**config.mk**
```make
export PLATFORM = sky130hd
export DESIGN_NAME = enhanced_bridge_pwm
export DESIGN_NICKNAME = d
export VERILOG_FILES = /design/src/rtl/ebpwm_pkg.sv /design/src/rtl/enhanced_bridge_pwm.sv
export VERILOG_INCLUDE_DIRS = /design/src /design/src/rtl
export SDC_FILE = /design/constraint.sdc
export NUM_CORES = 1
export LEC_CHECK = 0
export BUFFER_PORTS_ARGS = -buffer_cell sky130_fd_sc_hd__buf_4
export CAP_MARGIN = 10
export CELL_PAD_IN_SITES_DETAIL_PLACEMENT = 1
export CELL_PAD_IN_SITES_GLOBAL_PLACEMENT = 1
export CORE_MARGIN = 2
export CORE_UTILIZATION = 49
export CTS_CLUSTER_SIZE = 10
export DETAILED_ROUTE_END_ITERATION = 8
export PLACE_DENSITY_LB_ADDON = 0.1
export SETUP_SLACK_MARGIN = 0.3
export SLEW_MARGIN = 30
export SYNTH_ARGS = -nofsm -noshare
export SYNTH_HDL_FRONTEND = slang
export SYNTH_SLANG_ARGS = --single-unit
```
**constraint.sdc**
```tcl
create_clock -name mclk -period 4 [get_ports mclk]
set_input_delay 0.6 -clock mclk [delete_from_list [all_inputs] [get_ports mclk]]
set_output_delay 0.6 -clock mclk [all_outputs]
set_load 0.1 [all_outputs]
```
**src/rtl/ebpwm_params.svh**
```systemverilog
// constants of the enhanced bridge modulator
`ifndef EBPWM_PARAMS_SVH
`define EBPWM_PARAMS_SVH
// ****************************************
// How it works
// - any reset restores all registers and leaves every output pin undriven
// - all timing counts system clock cycles, so frequency scales with clock
// - bridge mode field: 00 single, 10 half, 01 forward, 11 reverse
// - half bridge uses A and B, full bridge all four, rest released
// - after enable no waveform until a new period starts
// - ten bit time base is timer plus two quarter or prescaler bits
// - half bridge delays each turn-on by dead-band count of four-clock cycles
// - dead-band longer than duty keeps that output inactive whole cycle
// - half bridge drives pwm on A and its complement on B
// - forward holds A active, modulates D, B and C inactive
// - reverse holds C active, modulates B, A and D inactive
// - direction toggle blanks modulated outputs, swaps others, resumes next period
// - unmodulated outputs swap prescale clocks before the period ends
// - no dead-band in either full bridge mode
// - two low mode bits pick polarity of A/C and B/D pairs
// - shutdown sources: low event pin, comparator one, two, software flag
// - shutdown event sets the flag until software or auto restart clears it
// - shutdown forces enabled pins per pair to low, high or undriven
// - clearing the whole mode register releases all four pins
// - pair shutdown field: 00 low, 01 high, 1x undriven
// - source field: bit0 comparator one, bit1 comparator two, bit2 event pin
// - shutdown level held, flag writes ignored, restart at next period
// - auto restart clears flag in hardware when condition goes away
// ****************************************
`define A_MODE 4'h0
`define A_DUTY 4'h1
`define A_PER 4'h2
`define A_TCTL 4'h3
`define A_TMR 4'h4
`define A_DBAND 4'h5
`define A_SHDN 4'h6
`define A_PDIR 4'h7
`define A_STAT 4'h8
`define RST_PDIR 4'hF
`define PWM_ON 2'b11
`define TCY_CLKS 9'h004
`define PS_1 7'h01
`define PS_4 7'h04
`define PS_16 7'h10
`endif

```
**src/rtl/ebpwm_pkg.sv**
```systemverilog
// types of the enhanced bridge modulator
package ebpwm_pkg;
    `include "ebpwm_params.svh"

    typedef enum logic [1:0] {SINGLE, HALF, FWD, REV} bmode_t;

    typedef struct packed {
        logic [3:0] addr;
        logic [7:0] wdata;
        logic wr;
        logic rd;
    } bus_req_t;

    typedef struct packed {
        logic [3:0] lvl;
        logic [3:0] oe;
    } pins_t;

    typedef struct packed {
        logic [7:0] mode;
        logic [7:0] duty;
        logic [7:0] per;
        logic [2:0] tctl;
        logic [7:0] tmr;
        logic [5:0] psc;
        logic [7:0] dband;
        logic [7:0] shdn;
        logic [3:0] pdir;
        logic tflag;
        logic [9:0] duty_lat;
        logic pwm;
        logic armed;
        logic dir;
        logic dir_pend;
        logic [8:0] db_cnt;
        logic shut;
        logic [7:0] rdata;
        pins_t pins;
    } state_t;
endpackage : ebpwm_pkg

```
**src/rtl/enhanced_bridge_pwm.sv**
```systemverilog
// enhanced bridge pwm output stage with dead-band and auto-shutdown
`timescale 1ns/1ps
`include "ebpwm_params.svh"

module enhanced_bridge_pwm (
    input wire logic mclk,
    input wire logic rst,
    input wire logic ce,
    input wire ebpwm_pkg::bus_req_t req,
    output logic [7:0] rdata,
    input wire logic comparator_one,
    input wire logic comparator_two,
    input wire logic shutdown_pin_n,
    output ebpwm_pkg::pins_t pins
);
    import ebpwm_pkg::*;

    state_t q;
    state_t d;
    bmode_t bm;
    logic pwm_en;
    logic [6:0] presc;
    logic [5:0] limit;
    logic [1:0] lowb;
    logic [9:0] tb;
    logic tick_end;
    logic pstart;
    logic swap_now;
    logic sd_req;
    logic forced;
    logic [3:0] act;
    logic [3:0] used;
    logic [3:0] drv;
    logic [3:0] pol;
    logic [9:0] duty_new;

    assign rdata = q.rdata;
    assign pins = q.pins;

    // ****************************************
    // mode decode
    // ****************************************
    always_comb begin
        unique case (q.mode[7:6])
            2'b00: bm = SINGLE;
            2'b10: bm = HALF;
            2'b01: bm = FWD;
            2'b11: bm = REV;
        endcase
    end

    assign pwm_en = (q.mode[3:2] == `PWM_ON);

    // ****************************************
    // time base
    // ****************************************
    always_comb begin
        unique case (q.tctl[1:0])
            2'b00: presc = `PS_1;
            2'b01: presc = `PS_4;
            default: presc = `PS_16;
        endcase
    end

    // quarter clock or prescaler supplies the two low bits
    assign limit = 6'(presc * 7'h04 - 7'h01);
    always_comb begin
        unique case (q.tctl[1:0])
            2'b00: lowb = q.psc[1:0];
            2'b01: lowb = q.psc[3:2];
            default: lowb = q.psc[5:4];
        endcase
    end
    assign tb = {q.tmr, lowb};
    assign tick_end = q.tctl[2] && (q.psc == limit);
    assign pstart = tick_end && (q.tmr == q.per);
    // unmodulated pins lead the period end by prescale clocks
    assign swap_now = q.tctl[2] && (q.tmr == q.per)
        && (7'(q.psc) == 7'(limit) + 7'h01 - presc);
    assign duty_new = {q.duty, q.mode[5:4]};

    // ****************************************
    // shutdown request
    // ****************************************
    assign sd_req = (q.shdn[4] && comparator_one)
        || (q.shdn[5] && comparator_two)
        || (q.shdn[6] && !shutdown_pin_n);
    assign forced = sd_req || q.shdn[7] || q.shut;

    // ****************************************
    // output steering
    // ****************************************
    always_comb begin
        act = 4'h0;
        used = 4'h0;
        unique case (bm)
            SINGLE: begin
                used = 4'b0001;
                act[0] = q.pwm;
            end
            HALF: begin
                used = 4'b0011;
                act[0] = q.pwm && (q.db_cnt == 9'h000);
                act[1] = !q.pwm && (q.db_cnt == 9'h000);
            end
            FWD, REV: begin
                used = 4'b1111;
                if (!q.dir) begin
                    act[0] = 1'b1;
                    act[3] = q.pwm && !q.dir_pend;
                end else begin
                    act[2] = 1'b1;
                    act[1] = q.pwm && !q.dir_pend;
                end
            end
        endcase
        if (!q.armed) begin
            act = 4'h0;
        end
    end

    assign pol = {q.mode[0], q.mode[1], q.mode[0], q.mode[1]};
    assign drv = used & ~q.pdir & {4{pwm_en}};

    // ****************************************
    // next state
    // ****************************************
    always_comb begin
        d = q;
        d.rdata = 8'h00;
        // auto restart before writes so a software set survives
        if (q.dband[7] && !sd_req && q.shdn[7]) begin
            d.shdn[7] = 1'b0;
        end
        if (req.wr) begin
            unique case (req.addr)
                `A_MODE: d.mode = req.wdata;
                `A_DUTY: d.duty = req.wdata;
                `A_PER: d.per = req.wdata;
                `A_TCTL: d.tctl = req.wdata[2:0];
                `A_DBAND: d.dband = req.wdata;
                `A_SHDN: begin
                    d.shdn[6:0] = req.wdata[6:0];
                    if (!sd_req) begin
                        d.shdn[7] = req.wdata[7];
                    end
                end
                `A_PDIR: d.pdir = req.wdata[3:0];
                `A_STAT: begin
                    if (req.wdata[0]) begin
                        d.tflag = 1'b0;
                    end
                end
                default: ;
            endcase
        end
        if (req.rd) begin
            unique case (req.addr)
                `A_MODE: d.rdata = q.mode;
                `A_DUTY: d.rdata = q.duty;
                `A_PER: d.rdata = q.per;
                `A_TCTL: d.rdata = {5'h00, q.tctl};
                `A_TMR: d.rdata = q.tmr;
                `A_DBAND: d.rdata = q.dband;
                `A_SHDN: d.rdata = q.shdn;
                `A_PDIR: d.rdata = {4'h0, q.pdir};
                `A_STAT: d.rdata = {6'h00, q.shut, q.tflag};
                default: d.rdata = 8'h00;
            endcase
        end
        // timer and prescaler
        if (q.tctl[2]) begin
            d.psc = tick_end ? 6'h00 : q.psc + 6'h01;
            if (tick_end) begin
                d.tmr = (q.tmr == q.per) ? 8'h00 : q.tmr + 8'h01;
            end
        end
        if (req.wr && req.addr == `A_TMR) begin
            d.tmr = req.wdata;
        end
        // raw waveform
        if (pstart) begin
            d.tflag = 1'b1;
            d.duty_lat = duty_new;
            d.pwm = (duty_new != 10'h000);
            d.armed = pwm_en;
        end else if (tb == q.duty_lat - 10'h001) begin
            // pwm falls one clock into count duty minus one, so width is exactly duty only at prescale 1
            d.pwm = 1'b0;
        end
        if (!pwm_en) begin
            d.armed = 1'b0;
        end
        // dead-band counter restarts on each edge of the raw waveform
        if (d.pwm != q.pwm) begin
            d.db_cnt = 9'(q.dband[6:0]) * `TCY_CLKS;
        end else if (q.db_cnt != 9'h000) begin
            d.db_cnt = q.db_cnt - 9'h001;
        end
        // direction sequencing
        if (!q.mode[6]) begin
            d.dir = q.mode[7];
            d.dir_pend = 1'b0;
        end else begin
            if (q.mode[7] != q.dir) begin
                d.dir_pend = 1'b1;
                if (swap_now) begin
                    d.dir = q.mode[7];
                end
            end
            if (pstart && (swap_now || q.mode[7] == q.dir)) begin
                d.dir_pend = 1'b0;
            end
        end
        // shutdown flag and latched state
        if (sd_req) begin
            d.shdn[7] = 1'b1;
        end
        if (sd_req || q.shdn[7]) begin
            d.shut = 1'b1;
        end else if (pstart) begin
            d.shut = 1'b0;
        end
        // pins
        if (forced) begin
            d.pins.lvl = {q.shdn[0], q.shdn[2], q.shdn[0], q.shdn[2]};
            d.pins.oe = drv & ~{q.shdn[1], q.shdn[3], q.shdn[1], q.shdn[3]};
        end else begin
            d.pins.lvl = act ^ pol;
            d.pins.oe = drv;
        end
    end

    // ****************************************
    // state register
    // ****************************************
    always_ff @(posedge mclk or posedge rst) begin
        if (rst) begin
            q <= '0;
            q.pdir <= `RST_PDIR;
        end else if (ce) begin
            q <= d;
        end
    end

    // ****************************************
    // checks
    // ****************************************
    reset_pins_a: assert property (
        @(posedge mclk) disable iff (rst)
        $past(rst) |-> (q.pins.oe == 4'h0) && (q.mode == 8'h00))
        else $error("pins driven after reset");

    clear_release_a: assert property (
        @(posedge mclk) disable iff (rst)
        (ce && q.mode == 8'h00 && !(req.wr && req.addr == `A_MODE))
        |=> (q.pins.oe == 4'h0))
        else $error("pins held with mode cleared");

    timer_wrap_a: assert property (
        @(posedge mclk) disable iff (rst)
        (ce && pstart && !(req.wr && req.addr == `A_TMR))
        |=> (q.tmr == 8'h00) && q.tflag && (q.psc == 6'h00))
        else $error("timer did not wrap at period");

    deadband_hold_a: assert property (
        @(posedge mclk) disable iff (rst)
        (bm == HALF && q.db_cnt != 9'h000) |-> (act[1:0] == 2'b00))
        else $error("half bridge output active in dead-band");

    half_comp_a: assert property (
        @(posedge mclk) disable iff (rst)
        (bm == HALF && q.armed && q.db_cnt == 9'h000)
        |-> (act[0] == q.pwm) && (act[1] == !q.pwm))
        else $error("half bridge outputs not complementary");

    forward_map_a: assert property (
        @(posedge mclk) disable iff (rst)
        (q.mode[6] && !q.dir && q.armed)
        |-> act[0] && !act[1] && !act[2] && (act[3] == (q.pwm && !q.dir_pend)))
        else $error("forward mapping wrong");

    reverse_map_a: assert property (
        @(posedge mclk) disable iff (rst)
        (q.mode[6] && q.dir && q.armed)
        |-> act[2] && !act[0] && !act[3] && (act[1] == (q.pwm && !q.dir_pend)))
        else $error("reverse mapping wrong");

    no_early_a: assert property (
        @(posedge mclk) disable iff (rst)
        !q.armed |-> (act == 4'h0))
        else $error("waveform before period start");

    flag_set_a: assert property (
        @(posedge mclk) disable iff (rst)
        (ce && sd_req) |=> q.shdn[7] && q.shut)
        else $error("shutdown flag not set");

    sd_drive_a: assert property (
        @(posedge mclk) disable iff (rst)
        (ce && sd_req && drv[0] && q.shdn[3:2] == 2'b01)
        |=> q.pins.oe[0] && q.pins.lvl[0])
        else $error("pair A/C not forced high");

    sd_tri_a: assert property (
        @(posedge mclk) disable iff (rst)
        (ce && sd_req && q.shdn[1]) |=> !q.pins.oe[1] && !q.pins.oe[3])
        else $error("pair B/D not released in shutdown");

    auto_clear_a: assert property (
        @(posedge mclk) disable iff (rst)
        (ce && q.dband[7] && q.shdn[7] && !sd_req
            && !(req.wr && req.addr == `A_SHDN)) |=> !q.shdn[7])
        else $error("auto restart did not clear flag");
endmodule : enhanced_bridge_pwm

```
# Yosys cells after proc, flatten, opt, wreduce, memory -nomap -nowiden
# Index checks and enable logic that the tools add are counted.
# word_totals
ff_bits,102
out_inout_bits,16
# op_classes
n_reduce_logical,54
muxes,40
eq_ne,27
bitwise,6
n_addsub,7
# ops
cell,n
$pmux 8 s9,1
$mux 8,6
$reduce_and 3->1,9
$mux 9,2
$eq 4x3->1 const B,4
$mux 1,15
$logic_and 1x1->1,14
$mux 14,1
$reduce_bool 2->1,7
$mux 13,1
$and 4x4->4,3
$pmux 4 s3,1
$reduce_and 2->1,6
$mux 11,1
$eq 10x10->1,1
$eq 2x2->1 const B,5
$pmux 5 s2,1
$reduce_bool 10->1,1
$sub 10x1->10 const B,1
$logic_not 9->1,1
$reduce_bool 9->1,1
$sub 9x1->9 const B,1
$add 8x1->8 const B,1
$eq 4x2->1 const B,2
29 further kinds,48

# Logic depth before layout (Yosys ltp)
# Gate-level depths: netlist (run 1).
# depth
word_depth,11
ltp_mapped,11
ltp_nobuf,9

# Least setup slack after synthesis (run 1)
# Ideal clock, no wire load.
# synth_path
path_type,reg2reg
start,register q[30] (netlist name)
end,register q[22] (netlist name)
setup_slack_ps,1606
arrival_ps,2307
path_buffers,1
path_stages_with_launch,11
required_ps,3913
synth_period_minus_slack_ps,2394
cell_sequence,dfrtp_1 > inv_1 > ha_1 > nor2b_1 > nand2_1 > or4_1 > a22oi_4 > a41oi_4 > buf_6 > mux2i_1 > a211oi_2
# synth_between
elab_chain_len,7
word_cells_on_any_way,8
cone_classes,1 x add/sub; 2 x eq/ne; 3 x mux; 2 x reduce/logical
# synth_lines
item,line,source
start: declaration,enhanced_bridge_pwm.sv:18,state_t q;
$sub 10x1->10 (*),enhanced_bridge_pwm.sv:187,end else if (tb == q.duty_lat - 10'h001) begin
$eq 10x10->1 (*),enhanced_bridge_pwm.sv:187,
$mux 1 (*),enhanced_bridge_pwm.sv:187,
$mux 1 (*),enhanced_bridge_pwm.sv:182,if (pstart) begin
$ne 1x1->1 (*),enhanced_bridge_pwm.sv:195,if (d.pwm != q.pwm) begin
$reduce_bool 2->1 (no source line),--,
$reduce_and 2->1 (no source line),--,
# Every way passes the cells marked *; elsewhere a longest branch is shown, timed or not.
# A chain may end at the register's enable or synchronous reset.

# Worst setup path in the final report (run 1)
# layout_path
start,register q[71] (netlist name)
end,register q[23] (netlist name)
# layout_between
elab_chain_len,6
word_cells_on_any_way,9
cone_classes,3 x eq/ne; 3 x mux; 3 x reduce/logical
# layout_lines
item,line
$eq 10x10->1 or $eq 8x8->1 (tied branches),"enhanced_bridge_pwm.sv:187, enhanced_bridge_pwm.sv:76"
$mux 1 or $logic_and 1x1->1 (tied branches),"enhanced_bridge_pwm.sv:187, enhanced_bridge_pwm.sv:76"
$mux 1 (*),enhanced_bridge_pwm.sv:182
$ne 1x1->1 (*),enhanced_bridge_pwm.sv:195
$reduce_bool 2->1 (no source line),--
$reduce_and 2->1 (no source line),--
# Marked as above.

==> results.ini, run 1 <==
[run_status]
status = finished clean

[synthesis]
synth_area_um2 = 5890
yosys.area_share.adder_pct = 1.70
synthSimpleGateAreaFrac_pct = 15.7
syn_nets = 603
ys_top_cells_by_area = dfrtp_1, mux2_2, xor2_1
yosysMostFrequentCell = dfrtp_1
synth_compound_area_share_pct = 15.5
avgSynthCellArea_um2 = 10.2
yosysWarnings = 0
synth_largest_area_cell = dfrtp_1
synthMuxAreaShare_pct = 14.4
synth_common_cells = dfrtp_1, mux2_2, nand2_1
synth_ff_type = dfrtp_1
synth_top_family_by_area = simple AND/OR/NAND/NOR gates
synth_async_sr_flop_share_pct = 100
ys_seq_area_share_pct = 43.4
netlist.area_leader.share_pct = 41.6
synth_xor_area_share_pct = 3.87
ys_seq_elements = 102
synthCells = 575
synth_cell_types = 70
synth_edf_count = 0

[timing]
slew_viol_final = 0
tns_ns = 0
finalHoldViolCount = 0
fmax_ghz = 0.338
finClkSkew_ns = 0.0113
post-route-min-period_ns = 2.96
setup_viol = 0
relSlewSlack_pct = 44.9
period_share_pct = 73.9
rsz0062_at_grt = false
tightestPinTransition_ns = 0.822

[cells_and_area]
instances_no_fill = 733
nFillCells = 1312
multi_input_area_um2 = 3020
drive_gt1_share_pct = 25.1
areaGrowthSynthToFinish_pct = 9.24
layout.area.seq_um2 = 2560
antennaDiodeCount = 0
nNetsFinal = 609

[placed_design]
hpwlAfterDp_um = 12300
place_inst = 717
portBuffers = 35
gp_congestion = 0.855

[worst_setup_path]
cp-end-kind = register
r2r_cells = 6
cp-start-kind = register
critPathArrivalTime_ns = 3.19
crit_path_top_delay_cell = nor4_1
required_ns = 4.24
crit_type = reg2reg
cp_num_buf_inv = 0
reg2reg_slack_ns = 1.04
cp_max_fo = 14
r2r_end = q[23]
crit_path_max_incr_delay_ns = 0.67
crit_chain = xor2_1 -> nor4_1 -> nand4_2 -> a41oi_4 -> nor2_1 -> a221o_1
worstReg2RegStart = q[71]
critical-path-top-delay-family = simple AND/OR/NAND/NOR gates

[drt]
viasPerCell = 6.31
wl_per_cell_um = 23.0
wirelength_um = 16900
ant_nets = 0
drt-initial-drc-count = 243
firstDrtPassIters = 4
drc = 0
num_vias = 4628

[clocking]
clkSinkCount = 102
cts_buffer_depth = 2
clk-insertion-delay-late_ns = 0.36
post_cts_buffers = 0
cts_htree_levels = 3
cts_tree = done
root_buffer = clkbuf_16
cts_hold_buf = 0
cts_buffers = 9
clkTransAtPathRegs_ns = 0.07
ctsResizeCount = 0

[hold_path]
hold_class = in2async

[floorplanning]
die_area_um2 = 12900
start_util_pct = 49.7
ios = 36
die_h_um = 114
core_area_um2 = 11900
die_w_um = 114
rows = 40

[grt]
grt_max_degree = 41
grt_pass1_vias = 4788
overflow = 0
grt_pass1_wl_um = 27100
antenna_found_initial = 0
grtUsageTotal_pct = 27.6

[flow_run]
max_cap_violations = 0

[power_and_ir_drop]
peakVddDrop_v = 0.000327
cellLeakagePower_nw = 2.84
powerDensity_nw_per_um2 = 489

routing by layer:
layer / up-vias / global-route usage [%] / share of wire (%)
li1: 2130 / - / -
met1: 2371 / 38.4 / 44
met2: 108 / 44.4 / 48
met3: 19 / 5.69 / 5.9
met4: 0 / 7.15 / 1.9
met5: - / 0 / 0
placed cells by master (no fill, tap or decap), types with 4 or more instances in the layout:
cell type  netlist  routed
dfrtp_1         98      98
nor2_1          36      36
a31oi_1          5       5
mux2_2          67      67
nand4_1          6       6
clkbuf_16        0       9
nand2_1         38      38
xor2_1          19      19
nor3_1          13      13
mux2i_1          7       7
dfstp_2          4       4
nand3_1         16      16
and2_1           5       5
o22ai_1          5       5
o2bb2ai_1       10      10
buf_4           16      40
a22oi_1         12      12
nor2b_1         14      14
or4_1            5       5
a32oi_1          5       5
or2_2            7       7
inv_1           15      14
nor4_1           9       9
a21oi_1         20      20
and3_1           7       7
a211oi_1         7       7
xnor2_1          7       7
o21ai_0         30      30
ha_1             8       8
power by group:
group | switching, W | internal (W) | leakage (nW) | total (W)
combinational | 0.000447 | 0.000331 | 1.37 | 0.000777
sequential | 0.000239 | 0.00122 | 1.32 | 0.00146
clock | 0.000401 | 0.000507 | 0.149 | 0.000908
total | 0.00109 | 0.00206 | 2.84 | 0.00315
flip-flops by register name (all words and copies together) (netlist names):
name,flops
q,74
duty_new,10
pins,8
rdata,8
pol,2
through the flow:
stage / setup WS [ns] / hold WS, ns / utilization [%] / total power, W / cell area, um^2
2_1_floorplan: 0.731 / 0.448 / - / 0.00201 / 5890
4_1_cts: 1.06 / 0.209 / 54.2 / 0.00317 / 6430
3_5_place_dp: 1.09 / 0.471 / 51.6 / 0.00225 / 6120
5_1_grt: 0.784 / 0.219 / 54.3 / 0.00331 / 6430
3_3_place_gp: 1.23 / 0.467 / 51.6 / 0.00220 / 6120
6_report: 1.04 / 0.208 / 54.3 / 0.00315 / 6430
worst max-delay path by stage:
stage | startpoint | end | slack, ns | depth (start not counted)
after global placement | q[71] | q[21] | 1.23 | 6
after detailed placement | q[71] | q[21] | 1.09 | 6
after CTS | q[71] | q[23] | 1.06 | 6
after floorplan | rst | duty_new[0] | 0.73 | 1
after global routing | q[71] | q[23] | 0.78 | 6
final | q[71] | q[23] | 1.04 | 6
layout make-up:
type,instances,area share [%]
flip-flops and latches,102,39.7
multi-input cells,412,47.0
inverters,16,0.972
repair buffers,40,4.67
clock buffers,10,3.71
clock inverters,6,1.07
well taps,147,2.86
cells by family (layout without fill, tap and decap cells):
group,after synthesis,after routing
AO/OA/AOI/OAI,129,129
multiplexers,75,75
adder cells (fa/ha/maj),8,8
buffers and inverters,61,72
flip-flops,102,102
XOR/XNOR,26,26
AND/OR/NAND/NOR,174,174
(Power assumes the default switching activity.)
==> run 2, diff against run 1 <==
--- a/config.mk
+++ b/config.mk
@@ -6,12 +6,13 @@
 export SDC_FILE = /design/constraint.sdc
 export NUM_CORES = 1
 export LEC_CHECK = 0
+export ABC_AREA = 1
 export BUFFER_PORTS_ARGS = -buffer_cell sky130_fd_sc_hd__buf_4
 export CAP_MARGIN = 10
 export CELL_PAD_IN_SITES_DETAIL_PLACEMENT = 1
 export CELL_PAD_IN_SITES_GLOBAL_PLACEMENT = 1
 export CORE_MARGIN = 2
-export CORE_UTILIZATION = 49
+export CORE_UTILIZATION = 45
 export CTS_CLUSTER_SIZE = 10
 export DETAILED_ROUTE_END_ITERATION = 8
 export PLACE_DENSITY_LB_ADDON = 0.1
==> constraint.sdc (replaced) <==
create_clock -name mclk -period 2.8 [get_ports mclk]
set_input_delay 0.42 -clock mclk [delete_from_list [all_inputs] [get_ports mclk]]
set_output_delay 0.42 -clock mclk [all_outputs]
set_load 0.1 [all_outputs]
==> results.ini, run 2 <==
[power_and_ir_drop]
peakVddDrop_v = 0.000439
powerDensity_nw_per_um2 = 772
power.total_w = 0.00509
cellLeakagePower_nw = 3.22

[synthesis]
avgSynthCellArea_um2 = 7.49
yosysWarnings = 0
syn_nets = 811
synth_common_cells = nand2_1, dfrtp_1, inv_1
synth_edf_count = 0
synthCells = 783
ys_seq_area_share_pct = 43.6
ys_top_cells_by_area = dfrtp_1, nand2_1, o21ai_0
synth_async_sr_flop_share_pct = 100
yosysMostFrequentCell = nand2_1
netlist.area_leader.share_pct = 41.8
synth_largest_area_cell = dfrtp_1
synth_area_um2 = 5860
synth_cell_types = 45
synth_ff_type = dfrtp_1
ys_seq_elements = 102

[worst_setup_path]
worstReg2RegStart = q[76]
crit_top_cell = nand2_1
cp-start-kind = register
crit_type = reg2reg
crit_path_start = q[76]
crit_chain = nor2_2 -> ha_1 -> nor2_1 -> nand2_1 -> nand3_1 -> nand2_1 -> nand2_1 -> nor2_1 -> nand3_1 -> nand2_2 -> nand3_4 -> nand3_2 -> nand2_4 -> inv_4 -> nand2_1 -> nand2_1
crit_path_top_delay_cell = dfrtp_2
critPathArrivalTime_ns = 2.61
cp-end-kind = register
crit_path_max_incr_delay_ns = 0.50
required_ns = 3.09
r2r_cells = 16
cp_max_fo = 11

[cells_and_area]
final_common_cell = nand2_1
final_cell_mix = nand2_1, dfrtp_1, inv_1, o21ai_0, nor2_1
top_register = q
drive_gt1_share_pct = 12.8
nNetsFinal = 839
largest_reg_flops = 74
antennaDiodeCount = 0
instances_no_fill = 987
nFillCells = 1622
areaGrowthSynthToFinish_pct = 12.4

[drt]
wl_per_cell_um = 18.2
firstDrtPassIters = 5
ant_nets = 0
wirelength_um = 18000
num_vias = 5460
drc = 0
drt-initial-drc-count = 263
viasPerCell = 5.53

[clocking]
root_buffer = clkbuf_16
cts_tree = done
clkSinkCount = 102
clkTransAtPathRegs_ns = 0.07
cts_htree_levels = 3
cts_buffers = 9
clk-insertion-delay-late_ns = 0.35
post_cts_buffers = 0
cts_buffer_depth = 2

[floorplanning]
ios = 36
die_w_um = 118
die_area_um2 = 14000
rows = 41
die_h_um = 118
core_area_um2 = 12700
start_util_pct = 46.3

[hold_path]
hold_class = in2reg
min-delay-start = req[6]
hold_depth = 3

[grt]
grt_max_degree = 51
antenna_found_initial = 0
grtUsageTotal_pct = 26.7
grt_pass1_wl_um = 29400
grt_pass1_vias = 5753
overflow = 0

[timing]
tns_ns = 0
post-route-min-period_ns = 2.33
rsz0062_at_grt = false
slew_viol_final = 0
relSlewSlack_pct = 60.1
tightestPinTransition_ns = 0.595
setup_viol = 0
finClkSkew_ns = 0.00531
period_share_pct = 83.1
finalHoldViolCount = 0
fmax_ghz = 0.430

[placed_design]
hpwlAfterDp_um = 13900
portBuffers = 35
gp_congestion = 0.931
place_inst = 971

[run_status]
status = finished clean

[flow_run]
max_cap_violations = 0

run 2: repair_timing:
action                                  4_1_cts  5_1_grt
hold buffers                                  1        0
endpoints found under the setup margin        7        9
hold endpoints to repair                      6        0
resized for setup                             3        5
run 2: final cells by class:
cell class              instances  area, um^2  area share [%]
inverters                      90         344            5.22
clock inverters                 4        72.6            1.10
well taps                     172         215            3.26
multi-input cells             557        2770            42.0
clock buffers                  11         233            3.53
repair buffers                 51         398            6.04
flip-flops and latches        102        2560            38.8
run 2: critical path, delay by kind of cell (launching register included):
family | cells | cell delay [ns]
adders and majority gates | 1 | 0.19
buffers and inverters | 1 | 0.11
DFF | 1 | 0.50
and+or+nand+nor | 14 | 1.45
run 2: worst paths after layout:
check | to | slack, ns
worst max-delay path | q[21] | 0.47
worst min-delay path | q[71] | 0.35
worst max register to register | q[21] | 0.47
worst min register to register | pins[0] | 0.48
max in group asynchronous | q[76] | 1.63
min in group asynchronous | q[38] | 0.55
run 2: where the power goes:
group	switching [W]	internal, W
registers	0.000377	0.00178
clock network	0.000549	0.000778
logic	0.00103	0.000578
run 2: routing by layer:
| layer | vias up | wire length [um] | global-route usage, % |
|---|---|---|---|
| met4 | 0 | 422 | 8.43 |
| li1 | 2588 | - | - |
| met2 | 138 | 8660 | 43.8 |
| met5 | - | 0 | 0 |
| met3 | 30 | 912 | 6.32 |
| met1 | 2704 | 7960 | 35.0 |
run 2: cell families after synthesis:
kind of cell / share of synthesized area, %
DFF: 43.6
muxes: 0.192
xor gates and xnor gates: 2.54
adders and majority gates: 1.71
AOI/OAI and AO/OA: 13.3
and+or+nand+nor: 29.3
buffers and inverters: 9.39
run 2: per-stage QoR:
stage	hold slack, ns	worst slack, ns	instance area [um^2]	util, %
CTS	0.341	0.361	6580	51.9
global route	0.341	0.331	6590	52.0
global placement	0.371	0.442	6260	49.4
detailed placement	0.372	0.244	6260	49.4
floorplan	0.448	0.804	5870	-
finish	0.346	0.474	6590	52.0
==> run 3, diff against run 2 <==
--- a/config.mk
+++ b/config.mk
@@ -6,13 +6,13 @@
 export SDC_FILE = /design/constraint.sdc
 export NUM_CORES = 1
 export LEC_CHECK = 0
-export ABC_AREA = 1
+export ABC_AREA = 0
 export BUFFER_PORTS_ARGS = -buffer_cell sky130_fd_sc_hd__buf_4
 export CAP_MARGIN = 10
 export CELL_PAD_IN_SITES_DETAIL_PLACEMENT = 1
 export CELL_PAD_IN_SITES_GLOBAL_PLACEMENT = 1
 export CORE_MARGIN = 2
-export CORE_UTILIZATION = 45
+export CORE_UTILIZATION = 49
 export CTS_CLUSTER_SIZE = 10
 export DETAILED_ROUTE_END_ITERATION = 8
 export PLACE_DENSITY_LB_ADDON = 0.1
==> constraint.sdc (replaced) <==
create_clock -name mclk -period 2.3 [get_ports mclk]
set_input_delay 0.345 -clock mclk [delete_from_list [all_inputs] [get_ports mclk]]
set_output_delay 0.345 -clock mclk [all_outputs]
set_load 0.1 [all_outputs]
==> results.ini, run 3 (synthesis results as in run 1) <==
[run_status]
status = finished with violations
violations = negative setup slack

[timing]
setup_slack_ns = -0.279
finClkSkew_ns = 0.0135
finalHoldViolCount = 0
rsz0062_at_grt = true
relSlewSlack_pct = 49.7
post-route-min-period_ns = 2.58
setup_viol = 24
tightestPinTransition_ns = 0.749
slew_viol_final = 0
fmax_ghz = 0.388
period_share_pct = 112
tns_ns = -3.04

[drt]
drc = 0
ant_nets = 0
firstDrtPassIters = 5
drt-initial-drc-count = 349
wirelength_um = 20900
viasPerCell = 6.39
num_vias = 5250
wl_per_cell_um = 25.4

[cells_and_area]
antennaDiodeCount = 0
drive_gt1_share_pct = 43.6
nNetsFinal = 698
areaGrowthSynthToFinish_pct = 28.7
final_common_cell = buf_4
final_area_um2 = 7580
final_cell_mix = buf_4, dfrtp_1, mux2_2, nand2_1, nor2_1
instances_no_fill = 822
top_register = q
nFillCells = 1258
largest_reg_flops = 74

[worst_setup_path]
required_ns = 2.54
cp-end-kind = register
cp-start-kind = register
crit_type = reg2reg
r2r_cells = 9
cp_max_fo = 5
critPathArrivalTime_ns = 2.82
reg2reg_slack_ns = -0.28

[clocking]
clkSinkCount = 102
root_buffer = clkbuf_16
cts_htree_levels = 3
cts_buffer_depth = 2
cts_buffers = 9
clk-insertion-delay-late_ns = 0.36
clkTransAtPathRegs_ns = 0.08
cts_tree = done

[hold_path]
hold_class = in2async

[floorplanning]
die_area_um2 = 12900
die_h_um = 114
start_util_pct = 49.7
rows = 40
core_area_um2 = 11900
die_w_um = 114
ios = 36

[placed_design]
hpwlAfterDp_um = 13700
place_inst = 782
post_dp_cell_area_um2 = 6710
preCtsSetupSlack_ns = -0.241
gp_congestion = 0.918
portBuffers = 35

[grt]
grt_max_degree = 44
antenna_found_initial = 0
overflow = 0
grt_pass1_wl_um = 31000
grtUsageTotal_pct = 31.6
grt_pass1_vias = 5549

[flow_run]
max_cap_violations = 0

[power_and_ir_drop]
peakVddDrop_v = 0.000722
power.total_w = 0.00636
powerDensity_nw_per_um2 = 839
cellLeakagePower_nw = 3.38

==> run 3: cell types whose count changed in the layout (fill, tap and decap cells not counted), moves of 13 or more <==
cell and delta:
buf_4 +59, buf_6 +18, inv_1 -69, mux2_2 +65, nand2_1 -204, nand3_1 -42, nor2_1 -29, o21ai_0 -67
o21ai_1 +13
==> run 3: worst paths after layout <==
kind	start	end
worst max-delay path	duty_new[6]	q[23]
worst min-delay path	rst	q[77]
worst max register to register	duty_new[6]	q[23]
worst min register to register	rdata[0]	rdata[0]
max in group asynchronous	rst	q[42]
min in group mclk	req[8]	q[51]
==> run 3: where the power goes <==
group	internal, W	total, W	switching [W]
registers	0.00212	0.00252	0.000393
logic	0.000927	0.00205	0.00112
clock network	0.00106	0.00180	0.000733
==> run 3: final cells by class <==
class | instances | area (um^2) | area share [%]
clock buffers | 10 | 229 | 3.02
well taps | 147 | 184 | 2.43
flip-flops and latches | 102 | 2560 | 33.8
repair buffers | 129 | 1070 | 14.1
multi-input cells | 412 | 3360 | 44.3
inverters | 16 | 63.8 | 0.841
clock inverters | 6 | 110 | 1.45
==> run 3: timing repair <==
action                                  CTS  global route
hold buffers                              0             0
buffers inserted                          8            14
cloned                                    2             0
pin swaps                                12            23
endpoints found under the setup margin   34            40
gates resized for setup                  54            57
==> run 3: per-layer routing <==
| layer | global-route usage, % | vias up | wire length (um) |
|---|---|---|---|
| met4 | 14.2 | 0 | 991 |
| met5 | 0 | - | 0 |
| met1 | 39.2 | 2734 | 8500 |
| met2 | 55.6 | 178 | 10600 |
| met3 | 3.72 | 62 | 817 |
| li1 | - | 2276 | - |
==> run 3: per-stage QoR <==
stage | hold slack (ns) | utilization, %
final | 0.0685 | 63.9
after global routing | 0.109 | 63.9
after CTS | 0.0792 | 61.4
after detailed placement | 0.453 | 56.6
after global placement | 0.458 | 56.6
after floorplan | 0.448 | -
==> run 3: worst max-delay path: stages (launching register included) <==
cell and delay, ns:
dfrtp_1 0.38, or4_4 0.56, nor4_4 0.24, buf_4 0.19
or2_2 0.15, a21oi_4 0.08, a41oi_4 0.33, buf_6 0.16
nor2_4 0.04, a221o_1 0.35
